File: src/core/rsc_pkg.sv
// constants and helpers shared by the rail state control register bank
package rsc_pkg;
   localparam logic [7:0] RSC_MAIN_RAIL_OFS = 8'h3A;
   localparam logic [7:0] RSC_GPS_SWITCH_OFS = 8'h4E;
   localparam logic [7:0] RSC_GENERAL_SWITCH_OFS = 8'h50;
   localparam logic [7:0] RSC_MAIN_RAIL_RST = 8'h24;
   localparam logic [7:0] RSC_GPS_SWITCH_RST = 8'h24;
   localparam logic [7:0] RSC_GENERAL_SWITCH_RST = 8'h24;
   localparam int RSC_STATE_LSB = 0;
   localparam int RSC_STATE_MSB = 2;
   localparam int RSC_EXIT_LSB = 3;
   localparam int RSC_EXIT_MSB = 5;
   localparam int RSC_FIELD_W = 3;
   localparam int RSC_HELD_W = 6;
   localparam logic [2:0] RSC_CODE_OFF = 3'h4;
   localparam logic [2:0] RSC_CODE_LOW_POWER = 3'h5;
   localparam logic [2:0] RSC_CODE_ACTIVE = 3'h6;

   typedef enum {RSC_MODE_RESERVED, RSC_MODE_OFF, RSC_MODE_LOW_POWER, RSC_MODE_ACTIVE} rsc_mode_t;

   // codes 4..7 are real states; 0..3 mean "leave as is" in the exit field
   function automatic logic rsc_code_valid(input logic [2:0] code);
      return code[2];
   endfunction

   function automatic rsc_mode_t rsc_decode(input logic [2:0] code);
      rsc_mode_t m;
      m = RSC_MODE_RESERVED;
      case (code)
         RSC_CODE_OFF: m = RSC_MODE_OFF;
         RSC_CODE_LOW_POWER: m = RSC_MODE_LOW_POWER;
         3'h6, 3'h7: m = RSC_MODE_ACTIVE;
         default: m = RSC_MODE_RESERVED;
      endcase
      return m;
   endfunction
endpackage

File: src/core/rsc_rail_cell.sv
// one rail control register: present state and standby-exit state
`timescale 1ns/1ps
module rsc_rail_cell #(
   parameter logic [7:0] RESET_VALUE = rsc_pkg::RSC_MAIN_RAIL_RST
) (
   input wire logic clock_i, // 20 MHz clock
   input wire logic nrst_i, // synchronous reset, active low
   input wire logic ce_i, // clock enable
   input wire logic wr_i, // write strobe for this register
   input wire logic [7:0] wdata_i, // write data
   input wire logic exit_i, // one-cycle standby exit event
   output logic [5:0] value_o // held fields, bits 5:0
);
   import rsc_pkg::*;

   logic [5:0] value;
   logic [5:0] next_value;

   always_comb begin
      next_value = value;
      if (wr_i) begin
         next_value = wdata_i[RSC_EXIT_MSB:RSC_STATE_LSB]; // bits 7:6 dropped
      end
      // exit copy uses the exit field held before any same-cycle write
      if (exit_i && rsc_code_valid(value[RSC_EXIT_MSB:RSC_EXIT_LSB])) begin
         next_value[RSC_STATE_MSB:RSC_STATE_LSB] = value[RSC_EXIT_MSB:RSC_EXIT_LSB];
      end
   end

   always_ff @(posedge clock_i) begin
      if (!nrst_i) begin
         value <= RESET_VALUE[RSC_EXIT_MSB:RSC_STATE_LSB];
      end else if (ce_i) begin
         value <= next_value;
      end
   end

   assign value_o = value;
endmodule

File: src/core/rsc_state_regs.sv
// rail state control register bank with standby-exit copy
`timescale 1ns/1ps
module rsc_state_regs (
   input wire logic clock_i, // 20 MHz clock
   input wire logic nrst_i, // synchronous reset, active low
   input wire logic ce_i, // clock enable, freezes all state when low
   input wire logic [7:0] reg_addr_i, // register offset
   input wire logic reg_wr_i, // write strobe
   input wire logic [7:0] reg_wdata_i, // write data
   input wire logic reg_rd_i, // read strobe
   output logic [7:0] reg_rdata_o, // read data, held until next read
   output logic reg_rd_valid_o, // read data valid pulse
   input wire logic standby_exit_pin_i, // exit-standby pin, active high
   output logic [2:0] main_rail_state_o, // main rail present state
   output logic [2:0] gps_switch_state_o, // gps switch present state
   output logic [2:0] general_switch_state_o // general switch present state
);
   import rsc_pkg::*;

   logic exit_pin_q;
   logic next_exit_pin_q;
   logic exit_event;
   logic wr_main;
   logic wr_gps;
   logic wr_gen;
   logic [5:0] main_rail;
   logic [5:0] gps_switch;
   logic [5:0] general_switch;
   logic [7:0] rdata;
   logic [7:0] next_rdata;
   logic rd_valid;
   logic next_rd_valid;

   // edge, not level: a held pin must not keep undoing later writes
   assign exit_event = standby_exit_pin_i && !exit_pin_q;
   assign wr_main = reg_wr_i && (reg_addr_i == RSC_MAIN_RAIL_OFS);
   assign wr_gps = reg_wr_i && (reg_addr_i == RSC_GPS_SWITCH_OFS);
   assign wr_gen = reg_wr_i && (reg_addr_i == RSC_GENERAL_SWITCH_OFS);

   rsc_rail_cell #(.RESET_VALUE(RSC_MAIN_RAIL_RST)) u_main_rail (
      .clock_i(clock_i),
      .nrst_i(nrst_i),
      .ce_i(ce_i),
      .wr_i(wr_main),
      .wdata_i(reg_wdata_i),
      .exit_i(exit_event),
      .value_o(main_rail)
   );

   rsc_rail_cell #(.RESET_VALUE(RSC_GPS_SWITCH_RST)) u_gps_switch (
      .clock_i(clock_i),
      .nrst_i(nrst_i),
      .ce_i(ce_i),
      .wr_i(wr_gps),
      .wdata_i(reg_wdata_i),
      .exit_i(exit_event),
      .value_o(gps_switch)
   );

   rsc_rail_cell #(.RESET_VALUE(RSC_GENERAL_SWITCH_RST)) u_general_switch (
      .clock_i(clock_i),
      .nrst_i(nrst_i),
      .ce_i(ce_i),
      .wr_i(wr_gen),
      .wdata_i(reg_wdata_i),
      .exit_i(exit_event),
      .value_o(general_switch)
   );

   always_comb begin
      next_exit_pin_q = standby_exit_pin_i;
      next_rd_valid = reg_rd_i;
      next_rdata = rdata;
      if (reg_rd_i) begin
         case (reg_addr_i)
            RSC_MAIN_RAIL_OFS: next_rdata = {2'h0, main_rail};
            RSC_GPS_SWITCH_OFS: next_rdata = {2'h0, gps_switch};
            RSC_GENERAL_SWITCH_OFS: next_rdata = {2'h0, general_switch};
            default: next_rdata = 8'h00;
         endcase
      end
   end

   always_ff @(posedge clock_i) begin
      if (!nrst_i) begin
         exit_pin_q <= 1'b0;
         rdata <= 8'h00;
         rd_valid <= 1'b0;
      end else if (ce_i) begin
         exit_pin_q <= next_exit_pin_q;
         rdata <= next_rdata;
         rd_valid <= next_rd_valid;
      end
   end

   assign reg_rdata_o = rdata;
   assign reg_rd_valid_o = rd_valid;
   assign main_rail_state_o = main_rail[RSC_STATE_MSB:RSC_STATE_LSB];
   assign gps_switch_state_o = gps_switch[RSC_STATE_MSB:RSC_STATE_LSB];
   assign general_switch_state_o = general_switch[RSC_STATE_MSB:RSC_STATE_LSB];

   // main rail mode as seen by the regulator side, for checks
   rsc_mode_t main_mode;
   assign main_mode = rsc_decode(main_rail[RSC_STATE_MSB:RSC_STATE_LSB]);
endmodule

File: config.mk
export PLATFORM = sky130hd
export DESIGN_NAME = rsc_state_regs
export DESIGN_NICKNAME = d
export VERILOG_FILES = /design/src/core/rsc_pkg.sv /design/src/core/rsc_rail_cell.sv /design/src/core/rsc_state_regs.sv
export SDC_FILE = /design/constraint.sdc
export NUM_CORES = 1
export LEC_CHECK = 0
export BUFFER_PORTS_ARGS = -buffer_cell sky130_fd_sc_hd__buf_2
export CORE_UTILIZATION = 45
export CTS_CLUSTER_DIAMETER = 30
export DETAILED_ROUTE_END_ITERATION = 10
export PLACE_DENSITY = 0.71
export SYNTH_ARGS = -nofsm -noshare
export SYNTH_HDL_FRONTEND = slang
export SYNTH_SLANG_ARGS = --single-unit
File: constraint.sdc
create_clock -name clock_i -period 4.45 [get_ports clock_i]
set_input_delay 1.1125 -clock clock_i [delete_from_list [all_inputs] [get_ports clock_i]]
set_output_delay 1.1125 -clock clock_i [all_outputs]
set_load 0.01 [all_outputs]
# Word-level counts from Yosys, hierarchy flattened
# Index checks and enable logic that the tools add are counted.
totals:
  regBits: 28
  input_bits: 22
  output_inout_bits: 18
  elab_cells: 37
op_classes:
  n_eq_ne: 3
  mux: 7
  n_reduce_logical: 18
ops:
  columns: ["cell", "count"]
  rows:
  - ["$mux W3", 6]
  - ["$pmux W6 S3", 1]
  - ["$eq A8 B7 Y1 const B", 2]
  - ["$reduce_and A2 Y1", 7]
  - ["$eq A8 B6 Y1 const B", 1]
  - ["$logic_and A1 B1 Y1", 7]
  - ["$reduce_bool A2 Y1", 3]
  - ["$logic_not A1 Y1", 1]

# Logic depth before layout (Yosys ltp)
# Gate-level depths: netlist (run 1).
depth:
  ltp_word: 5
  ltp_mapped: 6
  depth_no_buf: 4

# Hierarchy
# A second synthesis (run 1) with hierarchy kept.
unflattened:
  hier_cells: 143
  hier_area_um2: 1317.5
modules_own_cells:
  columns: ["module", "instances", "cells_per_inst", "area_per_inst_um2", "seq_area_each_um2"]
  rows:
  - ["rsc_rail_cell", 3, 29, 269.0, 120.1]
  - ["rsc_state_regs", 1, 56, 510.5, 160.2]

# Least setup slack after synthesis (run 1)
# No wires, ideal clock.
synth_path:
  path_kind: "input-to-reg"
  start: "in reg_addr_i[0]"
  end: "reg u_general_switch.value[2] (netlist: u_general_switch.value_o[2])"
  setup_ns: 0.137
  t_arrival_ns: 2.224
  required_ns: 4.313
  slack_ns: 2.089
  cell_stages: 4
  n_path_buf: 0
  cell_sequence: "or4b_4 -> nor3_4 -> and3b_2 -> o21ai_0"
synth_via:
  elab_chain_len: 4
synth_rtl:
  columns: ["element", "line", "text"]
  rows:
  - ["start, declared", "rsc_state_regs.sv:7", "input wire logic [7:0] reg_addr_i,"]
  - ["$eq A8 B7 Y1", "rsc_state_regs.sv:38", "assign wr_gen = reg_wr_i && (reg_addr_i == RSC_GENERAL_SWITCH_OFS);"]
  - ["$logic_and A1 B1 Y1", "rsc_state_regs.sv:38", null]
  - ["$reduce_bool A2 Y1 (no source line)", null, null]
  - ["$reduce_and A2 Y1 (no source line)", null, null]
  - ["end signal, assigned", "rsc_rail_cell.sv:32", "value <= RESET_VALUE[RSC_EXIT_MSB:RSC_STATE_LSB];"]
  - ["end signal, assigned", "rsc_rail_cell.sv:34", "value <= next_value;"]
  - ["end, declared", "rsc_rail_cell.sv:16", "logic [5:0] value;"]
# Every way passes these cells.
# A chain may end at the register's enable or synchronous reset.

# Worst setup path in the final report (run 1)
layout_path:
  start: "in reg_addr_i[2]"
  end: "reg u_main_rail.value[2] (netlist: u_main_rail.value_o[2])"
layout_via:
  elab_chain_len: 4
layout_rtl:
  columns: ["element", "line", "text"]
  rows:
  - ["$eq A8 B6 Y1", "rsc_state_regs.sv:36", "assign wr_main = reg_wr_i && (reg_addr_i == RSC_MAIN_RAIL_OFS);"]
  - ["$logic_and A1 B1 Y1", "rsc_state_regs.sv:36", null]
  - ["$reduce_bool A2 Y1 (no source line)", null, null]
  - ["$reduce_and A2 Y1 (no source line)", null, null]
  - ["end signal, assigned", "rsc_rail_cell.sv:32", null]
  - ["end signal, assigned", "rsc_rail_cell.sv:34", null]
  - ["end, declared", "rsc_rail_cell.sv:16", null]
# Every way passes these cells.

==> metrics.yaml, run 1 <==
status: "finished, violations left"
violations: "design-rule violations"
cts_buffer_depth: 2
synth-seq-cells: 26
finalHoldViolations: 0
grt_pass1_vias: 1101
synth.area.top_cells: "dfxtp_1, mux2i_1, buf_4"
synth-main-ff-cell: "dfxtp_1"
reg2reg_from: "exit_pin_q$_SDFFE_PN0P_"
netlist.area_leader.share_pct: 38.38
dp_cells: 195
seq_power_share_pct: 62.1
reg2reg_to: "u_main_rail.value_o[1]$_SDFFE_PN0P_"
start_kind: "input pin"
final_common_cell: "buf_2"
grt_max_degree: 25
holdWs_ns: 0.4616
fillers: 284
drt_pass1_iterations: 7
nets: 191
fin_area_sq_um: 1493
drt-initial-drc-count: 29
grt.overflow.total: 0
die_x_um: 56.90
antenna_found_initial: 0
p_leak_nw: 0.6041
p_switching_mw: 0.09585
maxSlewViolCount: 0
syn_area_sq_um: 1356
path_max_fanout: 8
core_sq_um: 2805
grt_pass1_wl_um: 4843
io_buffers: 35
dieArea_sq_um: 3238
post_cts_buffers: 0
yosys_warnings: 0
path_cells: "buf_2, nor4bb_1, buf_4, and3_1, mux2i_1, nand3_1"
post_cts_resized: 0
dpl.hpwl_um: 2313
postRouteAntennaNets: 0
min_delay_path_depth: 2
syn_avg_cell_area_sq_um: 9.354
cts_max_level: 1
place_area_sq_um: 1470
synth_edf_count: 0
insertion_delay_ns: 0.32
synthArstFlopShare_pct: 0
cts_root_buffer: "clkbuf_4"
syn2layout_area_growth_pct: 10.06
fin_crit_sh_pct: 50.98
syn_inst: 145
power_density_nw_per_um2: 259.0
initial_utilization_pct: 48.35
slowest_stage: "and3_1"
stdcell_count: 198
peakVddDrop_mv: 0.1542
seq_area_frac_synth_pct: 38.38
routed_wl_um: 3021
maxCapViolations: 0
clkPwrFrac_pct: 25.1
cts_buffers: 3
placementRows: 19
final.setup_skew_ns: 0.007542
ys_types: 35
critPathKind: "input pin to flip-flop"
slew_headroom_pct: 56.98
drc: 8
insertedDiodeCount: 0
fmax_ghz: 0.4408
r2r_cells: 4
finalCriticalPeriod_ns: 2.268
hold_class: "flip-flop to flip-flop"
clkTransAtPathRegs_ns: 0.13
wl_per_cell_um: 15.26
arrival_ns: 2.48
p_sw_share_pct: 24.79
clock_sinks: 26
vias_per_cell: 5.788
pwr-share-comb_pct: 12.8
num_vias: 1146
holdBufCountCts: 0
io_pins: 40
internal-power_mw: 0.2908
place.gp.congestion: 0.8236
drive_gt1_share_pct: 29.34
rsz0062_at_grt: "no"
setup_viol: 0
startpoint: "reg_addr_i[2]"
cp_data_required_time_ns: 4.66
final_cell_mix: "buf_2, dfxtp_1, mux2i_1, nand2_1, o21ai_0"
tightest_slew_ns: 0.6395
dieHeight_um: 56.90
yosysTopAreaCell: "dfxtp_1"
globalRouteTotalUtil_pct: 19.39
ff2ff_setup_slack_ns: 3.02
crit_path_end: "u_main_rail.value_o[2]$_SDFFE_PN1P_"
cts_tree: "done"
slowest_delay_ns: 0.42
fin_tns_setup_ns: 0
endpoint_kind: "flip-flop"
-- registers in the layout, indices dropped and copies added, names as in the netlist --
| register | cells |
|---|---|
| exit_pin_q | 1 |
| reg_rd_valid_o | 1 |
| reg_rdata_o | 6 |
| u_general_switch.value_o | 6 |
| u_gps_switch.value_o | 6 |
| u_main_rail.value_o | 6 |
-- layout make-up --
type / instances / area, sq um / area share (%)
tap: 31 / 38.79 / 2.598
multi-input combinational: 101 / 720.7 / 48.28
timing repair buffer: 37 / 190.2 / 12.74
sequential: 26 / 520.5 / 34.87
clock buffer: 3 / 22.52 / 1.509
-- synth_stat cells (2+ instances only) --
| master | count |
|---|---|
| buf_2 | 4 |
| nor3_1 | 3 |
| a22o_1 | 6 |
| o21ai_0 | 10 |
| a21oi_1 | 2 |
| a22oi_1 | 6 |
| clkbuf_1 | 3 |
| nand2_1 | 14 |
| or4b_4 | 2 |
| a211oi_1 | 2 |
| nor2b_1 | 9 |
| nand3_1 | 3 |
| nor2_1 | 3 |
| nor3b_1 | 2 |
| mux2i_1 | 14 |
| nand3b_1 | 2 |
| o221ai_1 | 2 |
| nor4bb_1 | 2 |
| and3_1 | 4 |
| mux2_2 | 2 |
| dfxtp_1 | 26 |
| buf_4 | 11 |
-- cell families (layout without fill, tap and decap cells) --
| family | after synthesis | count (layout) | synth area share (%) |
|---|---|---|---|
| compound gates | 33 | 33 | 17.34 |
| buf+inv | 19 | 40 | 8.764 |
| flops | 26 | 26 | 38.38 |
| mux | 16 | 16 | 11.99 |
| other cells | 1 | 2 | 0.2765 |
| simple gates | 50 | 50 | 23.25 |
-- critical path: cells and delay by family --
family	cells	cell delay [ns]
mux	1	0.24
buf+inv	2	0.33
simple gates	3	0.80
-- how the worst min path moves through the flow --
| stage | from | to | slack, ns |
|---|---|---|---|
| after detailed placement | reg_rdata_o[5]$_SDFFE_PN0P_ | reg_rdata_o[5]$_SDFFE_PN0P_ | 0.44 |
| after global routing | reg_rdata_o[0]$_SDFFE_PN0P_ | reg_rdata_o[0]$_SDFFE_PN0P_ | 0.48 |
| after floorplan | u_general_switch.value_o[0]$_SDFFE_PN0P_ | u_general_switch.value_o[0]$_SDFFE_PN0P_ | 0.45 |
| final | reg_rdata_o[1]$_SDFFE_PN0P_ | reg_rdata_o[1]$_SDFFE_PN0P_ | 0.46 |
| after CTS | reg_rdata_o[5]$_SDFFE_PN0P_ | reg_rdata_o[5]$_SDFFE_PN0P_ | 0.47 |
| after global placement | reg_rdata_o[2]$_SDFFE_PN0P_ | reg_rdata_o[2]$_SDFFE_PN0P_ | 0.43 |
-- through the flow --
step	power (mW)	setup WS, ns	util [%]
detailed placement	0.2945	1.835	52.41
finish	0.3867	2.182	53.21
CTS	0.3891	2.164	53.21
global placement	0.2930	1.873	52.41
floorplan	0.2784	2.089	-
global route	0.4039	2.055	53.21
-- power by group through the flow --
stage	Sequential (mW)	Combinational (mW)	Clock [mW]
2_1_floorplan	0.245	0.0338	0
3_3_place_gp	0.245	0.0477	0
3_5_place_dp	0.245	0.0490	0
4_1_cts	0.240	0.0493	0.0995
5_1_grt	0.241	0.0536	0.109
6_report	0.240	0.0493	0.0971
-- per-layer routing --
layer / up-vias / track usage, % / wire length (um)
met5: - / 0 / 0
met4: 0 / 5.575 / 36
met3: 5 / 4.147 / 179
met2: 43 / 34.45 / 1476
met1: 535 / 23.46 / 1329
li1: 563 / - / -
No activity file was read; power rests on OpenSTA's default activity.
==> run 2: changes to the inputs <==
==> constraint.sdc (replaced) <==
create_clock -name clock_i -period 2.3 [get_ports clock_i]
set_input_delay 0.575 -clock clock_i [delete_from_list [all_inputs] [get_ports clock_i]]
set_output_delay 0.575 -clock clock_i [all_outputs]
set_load 0.01 [all_outputs]
==> metrics.yaml, run 2 (synthesis gave the netlist of run 1 again) <==
insertedDiodeCount: 0
core_sq_um: 2805
post_cts_buffers: 0
cts_buffer_depth: 2
path_cells: "buf_2, or4b_4, nor3_4, a31oi_1, mux2i_1"
placementRows: 19
slew_headroom_pct: 59.73
syn2layout_area_growth_pct: 11.72
cts_root_buffer: "clkbuf_4"
wl_met1_um: 1300
final.setup_skew_ns: 0.004663
fmax_ghz: 0.5952
cp_data_required_time_ns: 2.52
drc: 8
final_cell_mix: "buf_2, dfxtp_1, mux2i_1, nand2_1, o21ai_0"
fin_tns_setup_ns: 0
initial_utilization_pct: 48.35
place.gp.congestion: 0.8096
wl_met3_um: 248
io_pins: 40
grt.overflow.total: 0
grt_pass1_wl_um: 5043
drt-initial-drc-count: 53
maxSlewViolCount: 0
drive_gt1_share_pct: 30.59
cts_buffers: 3
top_layer: "met4"
tightest_slew_ns: 0.5987
setup_viol: 0
holdBufCountCts: 0
endpoint_kind: "flip-flop"
antenna_found_initial: 0
dieHeight_um: 56.90
num_vias: 1185
finalCriticalPeriod_ns: 1.680
slowest_stage: "or4b_4"
postRouteAntennaNets: 0
maxCapViolations: 0
cts_tree: "done"
post_cts_resized: 0
clkTransAtPathRegs_ns: 0.13
grt_pass1_vias: 1109
drt_pass1_iterations: 7
status: "finished, violations left"
clock_sinks: 26
dieArea_sq_um: 3238
power_density_nw_per_um2: 500.1
slowest_delay_ns: 0.57
fillers: 268
holdWs_ns: 0.4645
critPathKind: "input pin to flip-flop"
start_kind: "input pin"
fin_crit_sh_pct: 73.04
hold_class: "flip-flop to flip-flop"
nets: 194
final_common_cell: "buf_2"
met2_length_um: 1492
path_delay_family: "simple AND/OR/NAND/NOR gates"
grt_max_degree: 24
vias_per_cell: 5.896
multi_input_area_sq_um: 720.7
globalRouteTotalUtil_pct: 20.03
seq_area_sq_um: 520.5
violations: "design-rule violations"
insertion_delay_ns: 0.32
finalCoreUtilization_pct: 54.01
path_buf_inv: 1
wl_per_cell_um: 15.32
finalHoldViolations: 0
routed_wl_um: 3079
arrival_ns: 1.90
rsz0062_at_grt: "no"
p_leak_nw: 0.6192
dpl.hpwl_um: 2402
cts_max_level: 1
path_max_fanout: 6
ff2ff_setup_slack_ns: 1.00
io_buffers: 35
die_x_um: 56.90
peakVddDrop_mv: 0.2348
-- run 2: cell types whose count changed in the layout (fill, tap and decap cells not counted), sizes merged --
| cell | before | now |
|---|---|---|
| buf | 37 | 40 |
-- run 2: final timing paths --
kind / from / endpoint / cells past startpoint
worst max-delay path: reg_addr_i[0] / u_general_switch.value_o[1]$_SDFFE_PN0P_ / 5
worst min-delay path: reg_rdata_o[2]$_SDFFE_PN0P_ / reg_rdata_o[2]$_SDFFE_PN0P_ / 2
worst max register to register: exit_pin_q$_SDFFE_PN0P_ / u_main_rail.value_o[1]$_SDFFE_PN0P_ / 5
worst min register to register: reg_rdata_o[2]$_SDFFE_PN0P_ / reg_rdata_o[2]$_SDFFE_PN0P_ / 2
-- run 2: tightest hold or removal path, cell delays in order (launching register included) --
cell	delay, ns
dfxtp_1	0.35
nand2_1	0.04
o21ai_0	0.05
-- run 2: metal layers --
metal	vias to the layer above	GRT usage (%)
met3	5	5.300
met4	0	7.317
met1	543	24.18
met5	-	0
li1	569	-
met2	68	34.12
-- run 2: cell type report --
class	instances	share of cell area [%]
clock buffer	3	1.486
multi-input combinational	101	47.56
sequential	26	34.35
tap	31	2.560
timing repair buffer	40	14.04
-- run 2: power by group --
| group | internal [mW] | total, mW | switching [mW] |
|---|---|---|---|
| logic | 0.0460 | 0.0991 | 0.0531 |
| clock network | 0.0615 | 0.194 | 0.132 |
| registers | 0.458 | 0.465 | 0.00639 |
| total | 0.566 | 0.758 | 0.192 |
-- run 2: per-stage QoR --
step	instances	power, mW	cell area (sq um)	worst slack (ns)
6_report	201	0.7578	1515	0.6200
5_1_grt	201	0.7910	1515	0.5130
4_1_cts	201	0.7608	1515	0.6065
3_5_place_dp	198	0.5736	1493	0.2515
3_3_place_gp	198	0.5703	1493	0.2678
2_1_floorplan	146	0.5387	1360	0.4770
==> run 3: changes to the inputs <==
--- a/config.mk
+++ b/config.mk
@@ -9,7 +9,7 @@
 export CORE_UTILIZATION = 45
 export CTS_CLUSTER_DIAMETER = 30
 export DETAILED_ROUTE_END_ITERATION = 10
-export PLACE_DENSITY = 0.71
+export PLACE_DENSITY = 0.74
 export SYNTH_ARGS = -nofsm -noshare
 export SYNTH_HDL_FRONTEND = slang
 export SYNTH_SLANG_ARGS = --single-unit
==> constraint.sdc (replaced) <==
create_clock -name clock_i -period 1.5 [get_ports clock_i]
set_input_delay 0.375 -clock clock_i [delete_from_list [all_inputs] [get_ports clock_i]]
set_output_delay 0.375 -clock clock_i [all_outputs]
set_load 0.01 [all_outputs]
==> metrics.yaml, run 3 (synthesis gave the netlist of run 1 again) <==
crit_path_end: "u_general_switch.value_o[5]$_SDFFE_PN1P_"
dp_cells: 206
final_cell_mix: "buf_2, dfxtp_1, mux2i_1, nand2_1, buf_4"
pre_cts_slack_ns: -0.2828
cp_data_required_time_ns: 1.73
grt_max_degree: 16
io_buffers: 35
finalHoldViolations: 0
clkPwrFrac_pct: 35.7
wl_per_cell_um: 14.68
io_pins: 40
fin_crit_sh_pct: 94.71
start_kind: "input pin"
internal-power_mw: 1.051
postRouteAntennaNets: 0
total_power_mw: 1.358
fin_area_sq_um: 1618
num_vias: 1180
p_sw_share_pct: 22.65
maxCapViolations: 0
r2r_cells: 4
grt_pass1_wl_um: 4871
drt_pass1_iterations: 7
status: "finished, violations left"
ff2ff_setup_slack_ns: 0.29
min_delay_path_depth: 3
fin_tns_setup_ns: 0
maxSlewViolCount: 0
grt_pass1_vias: 1085
dieArea_sq_um: 3238
stdcell_count: 210
cts_root_buffer: "clkbuf_4"
core_sq_um: 2805
power_density_nw_per_um2: 839.4
post_cts_resized: 0
insertedDiodeCount: 0
antenna_found_initial: 0
finalCoreUtilization_pct: 57.67
cts_buffers: 3
pwr-share-comb_pct: 11.8
holdWs_ns: 0.2906
vias_per_cell: 5.619
drt-initial-drc-count: 32
drive_gt1_share_pct: 34.08
place.gp.congestion: 0.8979
finalWorstSetupSlack_ns: 0.07939
path_max_fanout: 6
clock_sinks: 26
fmax_ghz: 0.7039
nets: 202
hold_class: "input pin to flip-flop"
rsz0062_at_grt: "no"
cts_max_level: 1
reg2reg_from: "exit_pin_q$_SDFFE_PN0P_"
cts_buffer_depth: 2
grt.overflow.total: 0
p_leak_nw: 0.6766
dieHeight_um: 56.90
p_switching_mw: 0.3076
peakVddDrop_mv: 0.5360
initial_utilization_pct: 48.35
placementRows: 19
seq_power_share_pct: 52.5
cts_tree: "done"
globalRouteTotalUtil_pct: 19.42
dpl.hpwl_um: 2398
place_area_sq_um: 1565
final_common_cell: "buf_2"
post_cts_buffers: 0
setup_viol: 0
insertion_delay_ns: 0.33
syn2layout_area_growth_pct: 19.28
critPathKind: "input pin to flip-flop"
violations: "design-rule violations"
arrival_ns: 1.65
reg2reg_to: "u_general_switch.value_o[1]$_SDFFE_PN0P_"
final.setup_skew_ns: 0.004037
routed_wl_um: 3083
finalCriticalPeriod_ns: 1.421
drc: 6
die_x_um: 56.90
holdBufCountCts: 0
endpoint_kind: "flip-flop"
startpoint: "reg_addr_i[2]"
clkTransAtPathRegs_ns: 0.14
==> run 3: cell types whose count changed in the layout (fill, tap and decap cells not counted), sizes merged <==
cell and delta:
bufinv +1, buf +8
==> run 3: power groups by stage <==
stage	sequential, mW	combinational (mW)	clock [mW]
floorplan	0.726	0.100	0
global placement	0.727	0.155	0
detailed placement	0.728	0.158	0
CTS	0.713	0.160	0.490
global route	0.715	0.173	0.512
finish	0.714	0.160	0.485
==> run 3: layer usage <==
metal	routed length (um)	global-route usage, %	up-vias
met5	0	0	-
met4	77	10.10	0
met3	163	3.687	8
met2	1455	32.44	44
met1	1386	23.68	541
li1	-	-	587
==> run 3: critical path, cell delays in order <==
cell	delay, ns
buf_2	0.11
or4b_4	0.57
nor3_4	0.17
buf_4	0.17
mux2i_1	0.19
nand2_1	0.06
==> run 3: worst min path at each step <==
stage | startpoint | end | slack [ns]
final | reg_wdata_i[5] | u_gps_switch.value_o[5]$_SDFFE_PN1P_ | 0.29
after global routing | reg_wdata_i[5] | u_gps_switch.value_o[5]$_SDFFE_PN1P_ | 0.31
after CTS | reg_wdata_i[5] | u_general_switch.value_o[5]$_SDFFE_PN1P_ | 0.29
after detailed placement | reg_rdata_o[0]$_SDFFE_PN0P_ | reg_rdata_o[0]$_SDFFE_PN0P_ | 0.44
after global placement | reg_rdata_o[3]$_SDFFE_PN0P_ | reg_rdata_o[3]$_SDFFE_PN0P_ | 0.43
after floorplan | u_general_switch.value_o[0]$_SDFFE_PN0P_ | u_general_switch.value_o[0]$_SDFFE_PN0P_ | 0.45
==> run 3: final cells by class <==
type                            instances  area (sq um)
Clock buffer                            3         22.52
Clock inverter                          1         30.03
Fill cell                             263          1187
Multi-Input combinational cell        101         720.7
Sequential cell                        26         520.5
Tap cell                               31         38.79
Timing Repair Buffer                   48         285.3
